[config.mk]
export PLATFORM = sky130hd
export DESIGN_NAME = pccg_cycle_gen
export DESIGN_NICKNAME = d
export VERILOG_FILES = /design/src/verilog/pccg_pkg.sv /design/src/verilog/pccg_cycle_gen.sv
export SDC_FILE = /design/constraint.sdc
export NUM_CORES = 1
export LEC_CHECK = 0
export BUFFER_PORTS_ARGS = -buffer_cell sky130_fd_sc_hd__buf_4
export CAP_MARGIN = 10
export CORE_MARGIN = 3
export CORE_UTILIZATION = 35
export DETAILED_ROUTE_END_ITERATION = 16
export GPL_TIMING_DRIVEN = 0
export SYNTH_ARGS = -nofsm -noshare
export SYNTH_HDL_FRONTEND = slang
export SYNTH_SLANG_ARGS = --single-unit
[constraint.sdc]
create_clock -name sys_clk -period 3.6 [get_ports sys_clk]
set_input_delay 0.72 -clock sys_clk [delete_from_list [all_inputs] [get_ports sys_clk]]
set_output_delay 0.72 -clock sys_clk [all_outputs]
set_load 0.01 [all_outputs]
[src/verilog/pccg_pkg.sv]
// How it works
// - translate window only while enable set
// - type 0 device number picks IDSEL line
// - never configure own IDSEL line
// - function and register copied to AD[10:2]
// - type 0 drives AD[1:0] to 00
// - direct window clears MSB, keeps 30 bits
// - direct cycles always assert AD23
// - type 1 copies upper 30 bits, low 01
// - as target ignore intack and special
// - data read with magic pattern: intack
// - nonlocal bus always gives type 1
// - intack command 0000, stable AD, parity
// - intack window reads cycle, writes error
// - data write with magic pattern: special
// - special command 0001, stable AD, parity
// - message low half, data high half
// - codes: shutdown, halt, x86 specific
// - no automatic special cycle on sleep
// - special data valid first IRDY clock
// - special ends by abort, no status
package pccg_pkg;

	// ************************************************************
	// register map and fields
	// ************************************************************
	localparam logic [7:0]  OFS_CFG_ADDR  = 8'h00;
	localparam logic [7:0]  OFS_CFG_DATA  = 8'h04;
	localparam logic [7:0]  OFS_DIR_ADDR  = 8'h08;
	localparam logic [7:0]  OFS_DIR_DATA  = 8'h0c;
	localparam logic [7:0]  OFS_STATUS    = 8'h10;
	localparam logic [7:0]  OFS_BYTE_EN   = 8'h14;
	localparam int          CA_EN_BIT     = 31;
	localparam int          CA_BUS_MSB    = 23;
	localparam int          CA_BUS_LSB    = 16;
	localparam int          CA_DEV_MSB    = 15;
	localparam int          CA_DEV_LSB    = 11;
	localparam int          CA_FN_MSB     = 10;
	localparam int          CA_FN_LSB     = 8;
	localparam int          CA_REG_MSB    = 7;
	localparam int          CA_REG_LSB    = 2;
	localparam logic [31:0] CA_WMASK      = 32'h80ff_fffc;
	localparam logic [31:0] RST_WORD      = 32'h0000_0000;
	localparam logic [3:0]  BE_RESET      = 4'h0;
	localparam int          ST_BUSY       = 0;
	localparam int          ST_MABORT     = 1;
	localparam int          ST_MAP_B      = 2;
	localparam int          ST_SELF_SKIP  = 3;

	// ************************************************************
	// decode constants
	// ************************************************************
	localparam logic [7:0]  BUS_LOCAL     = 8'h00;
	localparam logic [4:0]  DEV_ALL_ONES  = 5'h1f;
	localparam logic [4:0]  DEV_WRAP      = 5'h0a;
	localparam logic [4:0]  DEV_FIRST     = 5'h0b;
	localparam logic [4:0]  DEV_LAST      = 5'h1e;
	localparam logic [2:0]  FN_ALL_ONES   = 3'h7;
	localparam logic [5:0]  REG_ZERO      = 6'h00;
	localparam logic [1:0]  TYPE0_LOW     = 2'h0;
	localparam logic [1:0]  TYPE1_LOW     = 2'h1;
	localparam logic [31:0] DIR_CFG_LO    = 32'h8080_0000;
	localparam logic [31:0] DIR_CFG_HI    = 32'h80ff_ffff;
	localparam logic [31:0] IACK_A_LO     = 32'hbfff_fff0;
	localparam logic [31:0] IACK_A_HI     = 32'hbfff_ffff;
	localparam logic [31:0] IACK_B_LO     = 32'hfef0_0000;
	localparam logic [31:0] IACK_B_HI     = 32'hfeff_ffff;
	localparam int          DIR_IDSEL_BIT = 23;
	localparam logic [31:0] STABLE_AD     = 32'h0000_0000;
	localparam logic [31:0] NOCYC_DATA    = 32'hffff_ffff;
	localparam logic [15:0] MSG_SHUTDOWN  = 16'h0000;
	localparam logic [15:0] MSG_HALT      = 16'h0001;
	localparam logic [15:0] MSG_X86       = 16'h0002;
	localparam logic [3:0]  SPEC_BE       = 4'h0;

	// ************************************************************
	// timing
	// ************************************************************
	localparam int CLK_NS       = 4;
	localparam int ABORT_NS     = 24;
	localparam int ABORT_CYCLES = (ABORT_NS + CLK_NS - 1) / CLK_NS;

	// ************************************************************
	// types
	// ************************************************************
	typedef enum logic [3:0] {
		CMD_INTACK  = 4'h0,
		CMD_SPECIAL = 4'h1,
		CMD_CFG_RD  = 4'ha,
		CMD_CFG_WR  = 4'hb
	} pccg_cmd_type;

	typedef enum logic [2:0] {
		PATH_T0   = 3'h0,
		PATH_T1   = 3'h1,
		PATH_DIR  = 3'h2,
		PATH_IACK = 3'h3,
		PATH_SPEC = 3'h4
	} pccg_path_type;

	typedef enum logic [1:0] {
		S_IDLE = 2'b00,
		S_ADDR = 2'b01,
		S_DATA = 2'b11,
		S_DONE = 2'b10
	} pccg_state_type;

	typedef struct packed {
		logic [31:0] ad;
		logic        ad_oe;
		logic [3:0]  cbe_n;
		logic        cbe_oe;
		logic        frame_n;
		logic        irdy_n;
		logic        ctl_oe;
		logic        par;
		logic        par_oe;
	} pccg_pci_out_type;

	typedef struct packed {
		logic [31:0] ad;
		logic [3:0]  cbe_n;
		logic        frame_n;
		logic        trdy_n;
		logic        devsel_n;
		logic        idsel;
		logic        map_b;
	} pccg_pci_in_type;

endpackage
[src/verilog/pccg_cycle_gen.sv]
// The implementer's own choices: register access over APB and the placing of the registers.
`timescale 1ns/1ps
module pccg_cycle_gen
	import pccg_pkg::*;
#(
	parameter logic [4:0] SELF_DEV = 5'h00,
	parameter int         ABORT    = ABORT_CYCLES
) (
	input  wire logic             sys_clk,
	input  wire logic             sys_rst,
	input  wire logic [7:0]       paddr,
	input  wire logic             psel,
	input  wire logic             penable,
	input  wire logic             pwrite,
	input  wire logic [31:0]      pwdata,
	output logic      [31:0]      prdata,
	output logic                  pready,
	output logic                  pslverr,
	input  wire pccg_pci_in_type  pci_i,
	output pccg_pci_out_type      pci_o,
	output logic                  tgt_cfg_hit
);

	localparam int CW = $clog2(ABORT + 1);

	// ************************************************************
	// idsel line for a type 0 device number
	// ************************************************************
	function automatic logic [31:0] idsel_of(input logic [4:0] dev);
		logic [31:0] v;
		v = 32'h0000_0000;
		if (dev == DEV_WRAP) begin
			v[31] = 1'b1;
		end else if (dev >= DEV_FIRST && dev <= DEV_LAST) begin
			v = 32'h0000_0001 << dev;
		end
		return v;
	endfunction

	// ************************************************************
	// pin synchronisers
	// ************************************************************
	pccg_pci_in_type sync1_q;
	pccg_pci_in_type pin_q;
	logic            frame_prev_q;

	// two stages before any logic looks at the pins
	always_ff @(posedge sys_clk) begin
		sync1_q <= pci_i;
		pin_q   <= sync1_q;
	end

	// ************************************************************
	// software registers
	// ************************************************************
	logic [31:0]    cfg_addr_q;
	logic [31:0]    dir_addr_q;
	logic [3:0]     be_q;
	logic           map_b_q;
	logic           mabort_q;
	logic           self_skip_q;
	pccg_state_type state_q;
	logic           apb_acc;
	logic           trig;
	logic           mapped;

	assign apb_acc = psel && penable;
	assign trig    = (paddr == OFS_CFG_DATA) || (paddr == OFS_DIR_DATA);
	assign mapped  = trig || (paddr == OFS_CFG_ADDR) || (paddr == OFS_DIR_ADDR)
		|| (paddr == OFS_STATUS) || (paddr == OFS_BYTE_EN);

	// address map strap, sampled while reset is high
	always_ff @(posedge sys_clk) begin
		if (sys_rst) begin
			map_b_q <= pin_q.map_b;
		end
	end

	// plain register writes
	always_ff @(posedge sys_clk) begin
		if (sys_rst) begin
			cfg_addr_q <= RST_WORD;
			dir_addr_q <= RST_WORD;
			be_q       <= BE_RESET;
		end else if (apb_acc && pwrite && state_q == S_IDLE) begin
			if (paddr == OFS_CFG_ADDR) begin
				cfg_addr_q <= pwdata & CA_WMASK; // reserved bits stay zero
			end
			if (paddr == OFS_DIR_ADDR) begin
				dir_addr_q <= pwdata;
			end
			if (paddr == OFS_BYTE_EN) begin
				be_q <= pwdata[3:0];
			end
		end
	end

	// ************************************************************
	// access decode
	// ************************************************************
	logic          ca_en;
	logic [7:0]    ca_bus;
	logic [4:0]    ca_dev;
	logic [2:0]    ca_fn;
	logic [5:0]    ca_reg;
	logic          dec_go;
	logic          dec_err;
	logic          dec_skip;
	pccg_path_type dec_path;
	pccg_cmd_type  dec_cmd;
	logic [31:0]   dec_ad;
	logic [31:0]   self_mask;
	logic          in_dir;
	logic          in_iack;

	assign ca_en     = cfg_addr_q[CA_EN_BIT];
	assign ca_bus    = cfg_addr_q[CA_BUS_MSB:CA_BUS_LSB];
	assign ca_dev    = cfg_addr_q[CA_DEV_MSB:CA_DEV_LSB];
	assign ca_fn     = cfg_addr_q[CA_FN_MSB:CA_FN_LSB];
	assign ca_reg    = cfg_addr_q[CA_REG_MSB:CA_REG_LSB];
	assign self_mask = idsel_of(SELF_DEV);
	assign in_dir    = !map_b_q && dir_addr_q >= DIR_CFG_LO && dir_addr_q <= DIR_CFG_HI;
	assign in_iack   = map_b_q ? (dir_addr_q >= IACK_B_LO && dir_addr_q <= IACK_B_HI)
		: (dir_addr_q >= IACK_A_LO && dir_addr_q <= IACK_A_HI);

	// which cycle a data window access turns into
	always_comb begin
		dec_go   = 1'b0;
		dec_err  = 1'b0;
		dec_path = PATH_T0;
		dec_cmd  = pwrite ? CMD_CFG_WR : CMD_CFG_RD;
		dec_ad   = STABLE_AD;
		if (paddr == OFS_CFG_DATA) begin
			if (ca_en) begin
				if (ca_bus != BUS_LOCAL) begin
					dec_go   = 1'b1;
					dec_path = PATH_T1;
					dec_ad   = {cfg_addr_q[31:2], TYPE1_LOW};
				end else if (ca_dev == DEV_ALL_ONES) begin
					if (ca_fn == FN_ALL_ONES && ca_reg == REG_ZERO) begin
						dec_go   = 1'b1;
						dec_path = pwrite ? PATH_SPEC : PATH_IACK;
						dec_cmd  = pwrite ? CMD_SPECIAL : CMD_INTACK;
					end
				end else begin
					dec_go   = 1'b1;
					dec_path = PATH_T0;
					dec_ad   = idsel_of(ca_dev) | {21'h0, ca_fn, ca_reg, TYPE0_LOW};
				end
			end
		end else if (paddr == OFS_DIR_DATA) begin
			if (in_dir) begin
				dec_go   = 1'b1;
				dec_path = PATH_DIR;
				dec_ad   = {2'b00, dir_addr_q[29:0]};
			end else if (in_iack) begin
				dec_go   = !pwrite;
				dec_err  = pwrite;
				dec_path = PATH_IACK;
				dec_cmd  = CMD_INTACK;
			end else begin
				dec_err = 1'b1;
			end
		end
	end

	// a cycle whose idsel would hit our own line is dropped
	assign dec_skip = (dec_path == PATH_T0 || dec_path == PATH_DIR)
		&& |(dec_ad & self_mask);

	// ************************************************************
	// master sequencer
	// ************************************************************
	pccg_path_type path_q;
	pccg_cmd_type  cmd_q;
	logic [31:0]   addr_q;
	logic [31:0]   wdata_q;
	logic [31:0]   rdata_q;
	logic          wr_q;
	logic          err_q;
	logic [CW-1:0] cnt_q;
	logic          start;
	logic          timeout;

	assign start   = apb_acc && trig && state_q == S_IDLE;
	assign timeout = cnt_q == CW'(ABORT - 1);

	// state, transaction fields and answer
	always_ff @(posedge sys_clk) begin
		if (sys_rst) begin
			state_q <= S_IDLE;
			path_q  <= PATH_T0;
			cmd_q   <= CMD_CFG_RD;
			addr_q  <= STABLE_AD;
			wdata_q <= RST_WORD;
			rdata_q <= RST_WORD;
			wr_q    <= 1'b0;
			err_q   <= 1'b0;
			cnt_q   <= '0;
		end else begin
			case (state_q)
				S_IDLE: begin
					if (start) begin
						path_q  <= dec_path;
						cmd_q   <= dec_cmd;
						addr_q  <= dec_ad;
						wdata_q <= pwdata;
						wr_q    <= pwrite;
						err_q   <= dec_err;
						rdata_q <= NOCYC_DATA;
						cnt_q   <= '0;
						state_q <= (dec_go && !dec_skip) ? S_ADDR : S_DONE;
					end
				end
				S_ADDR: begin
					state_q <= S_DATA;
				end
				S_DATA: begin
					cnt_q <= cnt_q + CW'(1);
					if (!pin_q.trdy_n && path_q != PATH_SPEC) begin
						if (!wr_q) begin
							rdata_q <= pin_q.ad;
						end
						state_q <= S_DONE;
					end else if (timeout) begin
						state_q <= S_DONE;
					end
				end
				S_DONE: begin
					state_q <= S_IDLE;
				end
				default: begin
					state_q <= S_IDLE;
				end
			endcase
		end
	end

	// sticky status, set wins over the write-one clear
	always_ff @(posedge sys_clk) begin
		if (sys_rst) begin
			mabort_q    <= 1'b0;
			self_skip_q <= 1'b0;
		end else begin
			if (apb_acc && pwrite && state_q == S_IDLE && paddr == OFS_STATUS) begin
				mabort_q    <= mabort_q & ~pwdata[ST_MABORT];
				self_skip_q <= self_skip_q & ~pwdata[ST_SELF_SKIP];
			end
			if (state_q == S_DATA && timeout && pin_q.trdy_n && path_q != PATH_SPEC) begin
				mabort_q <= 1'b1;
			end
			if (start && dec_go && dec_skip) begin
				self_skip_q <= 1'b1;
			end
		end
	end

	// ************************************************************
	// apb answer
	// ************************************************************
	always_comb begin
		pready  = 1'b0;
		pslverr = 1'b0;
		prdata  = RST_WORD;
		if (state_q == S_DONE) begin
			pready  = 1'b1;
			pslverr = err_q;
			prdata  = wr_q ? RST_WORD : rdata_q;
		end else if (apb_acc && state_q == S_IDLE && !trig) begin
			pready  = 1'b1;
			pslverr = !mapped;
			case (paddr)
				OFS_CFG_ADDR: prdata = cfg_addr_q;
				OFS_DIR_ADDR: prdata = dir_addr_q;
				OFS_BYTE_EN:  prdata = {28'h0, be_q};
				OFS_STATUS: begin
					prdata[ST_MABORT]    = mabort_q;
					prdata[ST_MAP_B]     = map_b_q;
					prdata[ST_SELF_SKIP] = self_skip_q;
				end
				default:      prdata = RST_WORD;
			endcase
		end else if (apb_acc && state_q == S_IDLE) begin
			prdata[ST_BUSY] = 1'b0;
		end
	end

	// ************************************************************
	// pci pins
	// ************************************************************
	logic par_q;
	logic par_oe_q;
	logic par_src;

	// address phase, then one data phase with frame released
	always_comb begin
		pci_o         = '0;
		pci_o.frame_n = 1'b1;
		pci_o.irdy_n  = 1'b1;
		pci_o.cbe_n   = cmd_q;
		pci_o.ctl_oe  = state_q != S_IDLE;
		if (state_q == S_ADDR) begin
			pci_o.frame_n = 1'b0;
			pci_o.ad      = addr_q;
			pci_o.ad_oe   = 1'b1;
			pci_o.cbe_oe  = 1'b1;
		end else if (state_q == S_DATA) begin
			pci_o.irdy_n = 1'b0;
			pci_o.cbe_n  = (path_q == PATH_SPEC) ? SPEC_BE : be_q;
			pci_o.cbe_oe = 1'b1;
			pci_o.ad     = wr_q ? wdata_q : STABLE_AD;
			pci_o.ad_oe  = wr_q;
		end
		pci_o.par    = par_q;
		pci_o.par_oe = par_oe_q;
	end

	assign par_src = ^{pci_o.ad, pci_o.cbe_n};

	// even parity one clock after the driven phase
	always_ff @(posedge sys_clk) begin
		if (sys_rst) begin
			par_q    <= 1'b0;
			par_oe_q <= 1'b0;
		end else begin
			par_q    <= par_src;
			par_oe_q <= pci_o.ad_oe;
		end
	end

	// ************************************************************
	// target side: only config commands with idsel are claimed
	// ************************************************************
	always_ff @(posedge sys_clk) begin
		if (sys_rst) begin
			frame_prev_q <= 1'b1;
			tgt_cfg_hit  <= 1'b0;
		end else begin
			frame_prev_q <= pin_q.frame_n;
			tgt_cfg_hit  <= frame_prev_q && !pin_q.frame_n && pin_q.idsel
				&& state_q == S_IDLE
				&& (pin_q.cbe_n == CMD_CFG_RD || pin_q.cbe_n == CMD_CFG_WR);
		end
	end
endmodule // pccg_cycle_gen

Word level (Yosys, flattened, before mapping) --
Cells that the tools add are included.
Word-level totals: register bits 256, input bits 86, output and inout bits 78, logic and storage cells 197
Operators by class: add/subtract/negate cells 1, order comparisons 8, equal/unequal tests 20, shifts and indexed selects 1, multiplexer cells 82, bitwise operators 5, reduce and logical (&&, ||, !) cells 49
Operators by type and width (count):
- 32-bit two-way mux | 11
- 31-bit two-way mux | 6
- 32-bit >= comparator, second input constant | 3
- 32-bit less-or-equal comparator, second input constant | 3
- 32-bit case mux with 2 select lines | 1
- 30-bit two-way mux | 2
- 28-bit case mux with 2 select lines | 1
- 4-bit two-way mux | 10
- 38-bit two-way mux | 1
- 36-bit XOR reduction | 1
- 33-bit two-way mux | 1
- 32-bit by 11-bit bitwise OR with 32-bit output | 1
- 1-bit by 5-bit << shifter with 32-bit output, first input constant | 1
- 1-bit two-way mux | 31
- 1-bit logical AND | 22
- 3-bit two-way mux | 7
- 8-bit by 4-bit equality test with 1-bit output, second input constant | 2
- 8-bit by 5-bit equality test with 1-bit output, second input constant | 2
- 2-bit two-way mux | 7
- 3-bit case mux with 4 select lines | 1
- 2-bit AND reduction | 6
- 3-bit equality test, second input constant | 3
- 4-bit equality test, second input constant | 2
- 8-bit by 3-bit equality test with 1-bit output, second input constant | 1
- 22 further kinds | 40

Depth between registers and ports, before layout --
Gate-level depths: netlist of run 1.
depth after elaboration 13, depth in mapped cells 11, depth with buffers taken out 9

Worst setup path before layout of run 1 --
No wires, ideal clock.
path type input -> output, start point in paddr[5], end point out prdata[10], arrival 2.116 ns, data required time 2.880 ns, setup slack 0.764 ns, cell stages on the path 6, buffers on the path 1, path through nor4_2 nand3_1 nor2_1 clkbuf_1 nand2_1 nand2_1
On the way: word-level cells in the longest chain between the ends 6, elaborated cells between the ends (all ways) 10, classes of those cells eq/ne: 3; mux: 3; reduce/logical: 4
Ends and longest elaborated chain:
- start: declaration | RTL line pccg_cycle_gen.sv:11 | input wire logic [7:0] paddr,
- 8-bit by 3-bit equality test with 1-bit output / 8-bit by 4-bit equality test with 1-bit output (equally long branches) | RTL line pccg_cycle_gen.sv:68 | assign trig = (paddr == OFS_CFG_DATA) || (paddr == OFS_DIR_DATA);
- 1-bit logical OR | RTL line pccg_cycle_gen.sv:68
- 1-bit logical NOT | RTL line pccg_cycle_gen.sv:269 | end else if (apb_acc && state_q == S_IDLE && !trig) begin
- 1-bit logical AND | RTL line pccg_cycle_gen.sv:269
- 31-bit two-way mux (*) | RTL line pccg_cycle_gen.sv:269
- 32-bit two-way mux (*) | RTL line pccg_cycle_gen.sv:265 | if (state_q == S_DONE) begin
- end: declaration | RTL line pccg_cycle_gen.sv:16 | output logic [31:0] prdata,
Mark *: on every way between the ends. The rest lies on a longest branch, timed or not.

Final worst setup path of run 1 --
start point reg state_q[0], end point out prdata[15]
On the way: word-level cells in the longest chain between the ends 5, elaborated cells between the ends (all ways) 6, classes of those cells eq/ne: 1; mux: 2; reduce/logical: 3
Ends and longest elaborated chain:
- start: declaration | RTL line pccg_cycle_gen.sv:62 | pccg_state_type state_q;
- start signal: assignment | RTL line pccg_cycle_gen.sv:212 | state_q <= (dec_go && !dec_skip) ? S_ADDR : S_DONE;
- 2-bit logical NOT | RTL line pccg_cycle_gen.sv:269
- 1-bit logical AND
- 1-bit logical AND | RTL line pccg_cycle_gen.sv:269
- 31-bit two-way mux | RTL line pccg_cycle_gen.sv:269
- 32-bit two-way mux (*) | RTL line pccg_cycle_gen.sv:265
Marks and branches as above.

==> impl_metrics.yaml, run 1 <==
run_status:
  status: "finished clean"
worst_setup_path:
  crit_fanout: 10
  cp-end-kind: "output pin"
  crit_path_start_kind: "flip-flop"
  rr_worst_depth: 10
  reg2reg_from: "wr_q"
  critical_path_class: "flip-flop to output pin"
  regToRegSetupSlack_ps: 770
  r2r-end: "par_q"
  worst_ep_required_time_ps: 2880
  arrival_ps: 2680
synthesis:
  yosysWarnings: 0
  netlist_area_um2: 10100
  synth-main-ff-cell: "dfxtp_1"
  synth.avg_cell_area_um2: 8.35
  synthArstFlopShare: 0
  synth_edf_count: 1
  synth-seq-area-share: 0.503
  synth_cells: 1204
  synth-seq-cells: 252
  syn_nets: 1292
  ys_types: 60
detailed_routing:
  avgViaCountPerCell: 5.13
  routed.top_layer: "met4"
  met3_length_mm: 2.44
  drtAntennaViolNets: 0
  dr_wl_met2_mm: 15.9
  wl_met1_mm: 15.2
  wl_mm: 34.5
  drt-initial-drc-count: 805
  dr.pass1.iters: 5
  drcViolationCount: 0
  wl_per_cell_um: 19.3
  vias: 9185
placement:
  hpwl_mm: 26.8
  place_congestion: 0.916
  io_buffers: 161
global_routing:
  grt_start_max_net_pins: 14
  grt_pass1_vias: 8682
  grtUsageTotal: 0.217
  grt_pass1_wl_mm: 52.1
  antenna_found_initial: 0
  overflow: 0
floorplan:
  dieHeight_um: 175
  core_region_area_um2: 28000
  io_pins: 164
  die_x_um: 175
  die_area_um2: 30800
  floorplan.initialDensity: 0.359
  rows: 61
final_layout:
  layout_common_cells: "268 x nand2_1, 250 x dfxtp_1, 167 x buf_4"
  final_nets: 1482
  drive_gt1_frac: 0.177
  n_antenna_cell: 0
  layout_commonest_cell: "nand2_1"
  final.fill_count: 2871
  synthToLayoutAreaGrowth_pct: 26.3
sta:
  slew_viol_final: 0
  worst_clock_skew_ps: 8.88
  period_needed_ps: 3400
  maxSlewHeadroom: 0.229
  tns_ps: 0
  finalHoldViolCount: 0
  rsz0062_at_grt: "no"
  max_freq_mhz: 294
  worst_slew_pin_slew_ps: 1140
  finalCritPeriodShare: 0.944
  holdWs_ps: 294
  setup-violations-final: 0
clock_network:
  cts_max_level: 1
  tritoncts: "built"
  cts_buffers: 27
  clkSlewWorstSetupHoldPaths_ps: 60
  clockBufferDepth: 3
  cts_sinks: 252
  insertion_delay_ps: 530
  clock-root-buffer: "clkbuf_16"
pwr:
  switching_share: 0.205
  combPwrFrac: 0.031
  p_leak_nw: 4.67
  seq_power_share: 0.481
  clkPwrFrac: 0.488
  peakVddDrop_mv: 0.276
  power.internal_mw: 4.72
  p_per_area_nw_per_um2: 468
  p_sw_mw: 1.22
worst_hold_path:
  hp-class: "primary input to flip-flop"
  worstHoldStart: "pci_i[6]"
  min_to: "sync1_q[6]"
  min_path_cells: 1
job:
  maxCapViolCount: 0
## flip-flops by register name (all words and copies together) (netlist names), 2 cells and up
signal / cells
wdata_q: 32
cfg_addr_q: 23
be_q: 4
sync1_q: 39
dir_addr_q: 32
path_q: 3
state_q: 2
rdata_q: 32
cnt_q: 3
addr_q: 32
cmd_q: 2
pin_q: 39
## power groups by stage
stage	registers [mW]	clock network [mW]	logic (mW)
6_report	2.85	2.90	0.184
5_1_grt	2.86	3.06	0.193
4_1_cts	2.85	2.95	0.181
3_5_place_dp	2.92	0	0.180
3_3_place_gp	2.92	0	0.181
2_1_floorplan	2.91	0	0.0483
## per-stage QoR
step	cell area [um2]	util	setup slack, ps	instances	total power, mW
after floorplan	10100	-	764	1204	2.96
after global placement	11700	0.419	-201	1743	3.10
after detailed placement	11700	0.419	-191	1743	3.10
after CTS	12700	0.453	7.67	1789	5.99
after global routing	12700	0.453	18.3	1789	6.11
final	12700	0.453	203	1789	5.94
## worst max path at each step
| stage | end | start | slack, ps |
|---|---|---|---|
| final | prdata[15] | state_q[0] | 200 |
| after global routing | prdata[15] | state_q[0] | 20 |
| after CTS | prdata[2] | state_q[1] | 8 |
| after detailed placement | prdata[13] | paddr[4] | -190 |
| after global placement | prdata[15] | paddr[4] | -200 |
| after floorplan | prdata[10] | paddr[5] | 760 |
## kinds of logic (layout without fill, tap and decap cells)
family                     after synthesis  count (layout)  synth area share
and+or+nand+nor                        548             548             0.238
DFF                                    252             252             0.503
xor gates and xnor gates                33              33            0.0337
AOI/OAI and AO/OA                      263             263             0.173
muxes                                    7               7           0.00722
adders and majority gates                2               2           0.00249
buffers and inverters                   99             306            0.0428
## cell usage after synthesis (3+ instances only)
| cell | n | area [um2] |
|---|---|---|
| nand2_1 | 268 | 1010 |
| a21oi_1 | 110 | 551 |
| xnor2_1 | 25 | 219 |
| dfxtp_1 | 251 | 5020 |
| buf_2 | 10 | 50.1 |
| nand2b_1 | 22 | 138 |
| mux2i_1 | 5 | 50.1 |
| nor4_1 | 8 | 50.1 |
| o21ai_2 | 5 | 43.8 |
| clkbuf_1 | 72 | 270 |
| o21ai_0 | 12 | 60.1 |
| a211oi_1 | 36 | 270 |
| a221o_1 | 3 | 30.0 |
| a311oi_1 | 3 | 26.3 |
| nor3b_1 | 3 | 22.5 |
| a21boi_0 | 13 | 97.6 |
| a32oi_1 | 4 | 35.0 |
| or3_1 | 3 | 18.8 |
| xor2_1 | 4 | 35.0 |
| o21ai_1 | 6 | 30.0 |
| and3_1 | 6 | 37.5 |
| o31ai_1 | 3 | 22.5 |
| a22o_1 | 8 | 70.1 |
| a21boi_1 | 5 | 37.5 |
| nor2_1 | 132 | 495 |
| nand4_1 | 13 | 81.3 |
| nand3_1 | 31 | 155 |
| a31oi_1 | 4 | 25.0 |
| inv_1 | 6 | 22.5 |
| nor3_1 | 34 | 170 |
| nand3b_1 | 16 | 120 |
| a22oi_1 | 28 | 210 |
| a221oi_1 | 14 | 123 |
| buf_4 | 6 | 45.0 |
| nor2b_1 | 3 | 18.8 |
## area by class of cell
| cell class | instances | area [um2] | share of cell area |
|---|---|---|---|
| tap | 378 | 473 | 0.0372 |
| inverter | 7 | 31.3 | 0.00246 |
| buffer | 92 | 408 | 0.0321 |
| clock buffer | 36 | 749 | 0.0590 |
| clock inverter | 10 | 175 | 0.0138 |
| timing repair buffer | 161 | 1210 | 0.0952 |
| multi-input combinational | 853 | 4600 | 0.362 |
| sequential | 252 | 5060 | 0.398 |
## routing by layer
layer / track usage / vias to the layer above
li1: - / 4515
met3: 0.0316 / 50
met2: 0.354 / 370
met4: 0.0604 / 0
met1: 0.300 / 4250
met5: 0 / -
## worst max-delay path, stage by stage, from the launching register on
cell	delay, ps
dfxtp_1	300
buf_6	130
nor2_2	190
and3_1	190
clkbuf_1	240
nand2_1	190
nor2_4	310
clkbuf_2	270
nand2_1	80
nand2_1	110
buf_4	140
## timing repair
action / 4_1_cts / 5_1_grt
hold buffers: 0 / 0
buffers inserted: 0 / 0
pin swaps: 0 / 1
setup endpoints to repair: 32 / 31
gates resized for setup: 9 / 10
Note: power is estimated with default switching activity, not from simulation.
==> inputs of run 2 (changes only) <==
--- a/config.mk
+++ b/config.mk
@@ -8,9 +8,10 @@
 export BUFFER_PORTS_ARGS = -buffer_cell sky130_fd_sc_hd__buf_4
 export CAP_MARGIN = 10
 export CORE_MARGIN = 3
-export CORE_UTILIZATION = 35
+export CORE_UTILIZATION = 45
 export DETAILED_ROUTE_END_ITERATION = 16
 export GPL_TIMING_DRIVEN = 0
+export PLACE_DENSITY = 0.66
 export SYNTH_ARGS = -nofsm -noshare
 export SYNTH_HDL_FRONTEND = slang
 export SYNTH_SLANG_ARGS = --single-unit
==> run 2 against run 1 <==
  * First-iteration DRC count is 7.6% lower
  * Final cell count is 5.4% lower
  * Clock power is 2% lower
  * Core utilization is 12 points higher
  * Worst setup slack worse by 92 ps
  * Power is 1.1% lower
  * Global-route usage is 4.5 points higher
  * Sequential power hardly changed
  * Maximum frequency is 2.6% lower
  * Critical path type unchanged
==> impl_metrics.yaml, run 2 (same netlist as run 1, synthesis figures left out) <==
global_routing:
  overflow: 0
  grt_pass1_wl_mm: 50.0
  grtUsageTotal: 0.262
  grt_start_max_net_pins: 15
  antenna_found_initial: 0
  grt_pass1_vias: 8619
final_layout:
  top_regs: "pin_q (39), sync1_q (39)"
  layout_common_cells: "268 x nand2_1, 251 x dfxtp_1, 167 x buf_4"
  drive_gt1_frac: 0.177
  final.fill_count: 2091
  register_area_um2: 5050
  multi_input_area_um2: 4600
  n_antenna_cell: 0
  fin_cells: 1692
  fin_util: 0.574
  synthToLayoutAreaGrowth_pct: 24.9
  finalInstanceArea_um2: 12600
  final_nets: 1481
  layout_commonest_cell: "nand2_1"
sta:
  setup-violations-final: 0
  holdWs_ps: 290
  worst_slack_ps: 111
  maxSlewHeadroom: 0.177
  tns_ps: 0
  worst_clock_skew_ps: 15.3
  max_freq_mhz: 287
  slew_viol_final: 0
  worst_slew_pin_slew_ps: 1220
  period_needed_ps: 3490
  finalCritPeriodShare: 0.969
  finalHoldViolCount: 0
detailed_routing:
  drtAntennaViolNets: 0
  vias: 9296
  wl_per_cell_um: 19.3
  wl_mm: 32.7
  drcViolationCount: 0
  drt-initial-drc-count: 744
  dr.pass1.iters: 6
  avgViaCountPerCell: 5.49
floorplan:
  die_x_um: 155
  io_pins: 164
  die_area_um2: 24200
  core_region_area_um2: 21900
  floorplan.initialDensity: 0.459
  rows: 54
  dieHeight_um: 155
pwr:
  p_leak_nw: 4.65
  power_mw: 5.87
  p_per_area_nw_per_um2: 467
  peakVddDrop_mv: 0.354
clock_network:
  clockBufferDepth: 3
  cts_setup_buffers: 0
  cts_max_level: 1
  cts_sinks: 252
  insertion_delay_ps: 530
  cts_buffers: 26
  clkSlewWorstSetupHoldPaths_ps: 60
  tritoncts: "built"
  clock-root-buffer: "clkbuf_16"
placement:
  dp_cells: 1645
  dp_slack_ps: -132
  place_area_um2: 11600
  hpwl_mm: 24.8
  place_congestion: 0.943
  io_buffers: 161
worst_setup_path:
  worst_ep_required_time_ps: 2880
  worstSetupStartpoint: "state_q[1]"
  crit_path_start_kind: "flip-flop"
  reg2reg_from: "wr_q"
  critical_path_class: "flip-flop to output pin"
  arrival_ps: 2770
  cp-end-kind: "output pin"
  crit_fanout: 10
run_status:
  status: "finished clean"
worst_hold_path:
  hp-class: "primary input to flip-flop"
  worstHoldStart: "pci_i[8]"
job:
  maxCapViolCount: 0
## run 2: cell types whose count changed in the layout (fill, tap and decap cells not counted), moves of 2 or more
cell,change
buf_2,-2
clkinvlp_4,+3
bufinv_16,-2
clkinv_2,-2
clkbuf_8,+2
## run 2: layer usage
metal	vias up	GRT usage	part of all wire
met2	451	0.427	0.46
met3	62	0.0376	0.089
met5	-	0	0
met1	4267	0.368	0.43
met4	0	0.0650	0.022
li1	4516	-	-
## run 2: cell type report
class | instances | share of cell area
Sequential cell | 252 | 0.403
Timing Repair Buffer | 161 | 0.0962
Buffer | 92 | 0.0324
Inverter | 7 | 0.00249
Clock inverter | 10 | 0.0109
Tap cell | 280 | 0.0279
Clock buffer | 37 | 0.0616
Multi-Input combinational cell | 853 | 0.366
## run 2: report_power, final
group | internal, mW | switching [mW]
clock network | 1.71 | 1.13
logic | 0.0753 | 0.107
registers | 2.84 | 0.0131
total | 4.62 | 1.25
## run 2: timing repair
action | in CTS | in global routing
gates resized for setup | 8 | 7
endpoints found under the setup margin | 32 | 26
hold buffers | 0 | 0
## run 2: final timing paths
check        slack (ps)  depth (start not counted)          end
max reg2reg         710                          7  rdata_q[13]
min reg2reg         320                          0    pin_q[16]
max                 110                          9   prdata[31]
min                 290                          1   sync1_q[8]
## run 2: worst max-delay path: stages, from the launching register on
cell	delay, ps
dfxtp_1	470
buf_4	220
buf_4	170
buf_2	250
nand2b_1	190
nor2_4	230
clkbuf_2	300
a22oi_1	130
nand2_1	130
buf_4	130
==> inputs of run 3 (changes only) <==
--- a/config.mk
+++ b/config.mk
@@ -5,6 +5,7 @@
 export SDC_FILE = /design/constraint.sdc
 export NUM_CORES = 1
 export LEC_CHECK = 0
+export ABC_AREA = 1
 export BUFFER_PORTS_ARGS = -buffer_cell sky130_fd_sc_hd__buf_4
 export CAP_MARGIN = 10
 export CORE_MARGIN = 3
==> run 3 against run 2 <==
  * Core utilization up 0.78 points
  * Clock skew up 11 ps
  * Final cell count up 17%
  * Maximum frequency down 1.5%
  * Power up 4.9%
  * Clock-buffer cell count down 5
==> impl_metrics.yaml, run 3 <==
pwr:
  power_mw: 6.16
  p_per_area_nw_per_um2: 462
  peakVddDrop_mv: 0.444
  p_leak_nw: 5.46
global_routing:
  antenna_found_initial: 0
  grt_pass1_wl_mm: 60.1
  overflow: 0
  grt_pass1_vias: 10200
  grt_start_max_net_pins: 15
  grtUsageTotal: 0.304
synthesis:
  yosysWarnings: 0
  synth-seq-cells: 252
  synth_cells: 1459
  syn_nets: 1547
  synthArstFlopShare: 0
  synth_top_area_cell: "dfxtp_1"
  synth_area_leaders: "dfxtp_1 47%, nand2_1 11%, o21ai_0 7.7%"
  synth.avg_cell_area_um2: 7.29
  synth-main-ff-cell: "dfxtp_1"
  synth-seq-area-share: 0.475
  ys_top_cells_by_count: "324 x nand2_1, 251 x dfxtp_1, 164 x o21ai_0"
  ys_types: 43
  netlist_area_um2: 10600
  synth_top_area_frac: 0.472
  synth_edf_count: 1
  yosysMostFrequentCell: "nand2_1"
clock_network:
  cts_buffers: 27
  tritoncts: "built"
  clockBufferDepth: 3
  cts_hold_buf: 0
  clock-root-buffer: "clkbuf_16"
  clkSlewWorstSetupHoldPaths_ps: 70
  cts_sinks: 252
  insertion_delay_ps: 560
  cts_max_level: 1
sta:
  worst_clock_skew_ps: 25.9
  worst_slew_pin_slew_ps: 1100
  rsz0062_at_grt: "yes"
  slew_viol_final: 0
  max_freq_mhz: 282
  maxSlewHeadroom: 0.259
  tns_ps: 0
  setup-violations-final: 0
  finalCritPeriodShare: 0.984
  finalHoldViolCount: 0
  worst_slack_ps: 59.1
  period_needed_ps: 3540
  holdWs_ps: 254
final_layout:
  drive_gt1_frac: 0.167
  n_antenna_cell: 0
  synthToLayoutAreaGrowth_pct: 25.3
  final_nets: 1741
  layout_common_cells: "324 x nand2_1, 250 x dfxtp_1, 170 x buf_4"
  top_regs: "pin_q (39), sync1_q (39)"
  final.fill_count: 2206
  layout_commonest_cell: "nand2_1"
worst_setup_path:
  critical_path_buf_inv_count: 7
  cp_slowest_stage_delay_ps: 310
  arrival_ps: 2820
  crit_fanout: 10
  cpMaxStageDelayCell: "o221ai_1"
  critical_path_class: "flip-flop to output pin"
  cp-end-kind: "output pin"
  path_cells: "buf_2 -> nor2_4 -> inv_2 -> nor2_1 -> inv_2 -> nor2_4 -> inv_1 -> nor2_4 -> inv_1 -> buf_2 -> o221ai_1 -> buf_4"
  cp_top_family: "buffers and inverters"
  worst_ep_required_time_ps: 2880
  crit_path_start_kind: "flip-flop"
  crit_top_cell: "nor2_4"
detailed_routing:
  drt-initial-drc-count: 1026
  drtAntennaViolNets: 0
  avgViaCountPerCell: 5.47
  wl_mm: 40.1
  drcViolationCount: 0
  vias: 10900
  wl_per_cell_um: 20.2
  dr.pass1.iters: 5
floorplan:
  die_area_um2: 25500
  die_x_um: 160
  dieHeight_um: 160
  io_pins: 164
  core_region_area_um2: 22900
  floorplan.initialDensity: 0.464
  rows: 55
run_status:
  status: "finished clean"
placement:
  place_congestion: 0.962
  io_buffers: 161
  hpwl_mm: 31.4
  dp_slack_ps: -247
worst_hold_path:
  hp-class: "primary input to flip-flop"
job:
  maxCapViolCount: 0
[run 3: cell count changes after synthesis, sizes merged, moves of 23 or more]
cell | before | now
a211oi | 36 | 13
inv | 7 | 142
nand2 | 268 | 330
nor2 | 132 | 169
o21ai | 23 | 182
xnor2 | 25 | 1
[run 3: final timing paths]
kind	startpoint	to	slack, ps	cells after the start
worst max register to register	map_b_q	addr_q[12]	700	10
worst max-delay path	state_q[0]	prdata[13]	60	12
worst min register to register	sync1_q[17]	pin_q[17]	320	0
worst min-delay path	pci_i[10]	sync1_q[10]	250	1
[run 3: kinds of logic (layout without fill, tap and decap cells)]
group | count (synthesis) | count (layout) | share of synthesized area
buf+inv | 223 | 437 | 0.0827
flops | 252 | 252 | 0.475
fa+ha+maj | 2 | 2 | 0.00235
compound gates | 393 | 393 | 0.210
xor+xnor | 1 | 1 | 0.000823
simple gates | 588 | 588 | 0.229
[run 3: worst register-to-register path, cell delays in order, from the launching register on]
cell	delay (ps)
edfxtp_1	350
inv_1	230
nand2_1	90
nor3_1	140
nor3b_1	420
inv_1	170
nor2_1	500
inv_1	370
o221ai_1	330
o211ai_1	140
inv_1	90
[run 3: cell type report]
class | instances | area (um2) | area share
buffer | 77 | 337 | 0.0253
clock buffer | 32 | 734 | 0.0551
clock inverter | 17 | 264 | 0.0198
inverter | 146 | 548 | 0.0411
multi-input combinational | 984 | 4750 | 0.357
sequential | 252 | 5060 | 0.379
tap | 313 | 392 | 0.0294
timing repair buffer | 165 | 1240 | 0.0930
[run 3: repair_timing]
item / 4_1_cts / 5_1_grt
pin swaps: 3 / 0
resized for setup: 11 / 7
buffers inserted: 4 / 0
setup endpoints to repair: 33 / 13
[run 3: per-stage QoR]
step	cells	util	cell area (um2)
after global placement	1933	0.534	12200
after CTS	1986	0.581	13300
after detailed placement	1933	0.534	12200
final	1986	0.581	13300
after global routing	1986	0.581	13300
after floorplan	1459	-	10600
[run 3: layer usage]
layer / vias up / wire, um / track usage
met5: - / 0 / 0
met4: 0 / 1170 / 0.0879
met3: 75 / 3410 / 0.0394
met2: 506 / 18100 / 0.494
met1: 5051 / 17400 / 0.424
li1: 5226 / - / -
[run 3: power breakdown]
| part | switching, mW | internal (mW) | total (mW) |
|---|---|---|---|
| combinational | 0.120 | 0.0776 | 0.198 |
| sequential | 0.0133 | 2.84 | 2.85 |
| clock | 1.21 | 1.90 | 3.11 |
| total | 1.34 | 4.81 | 6.16 |
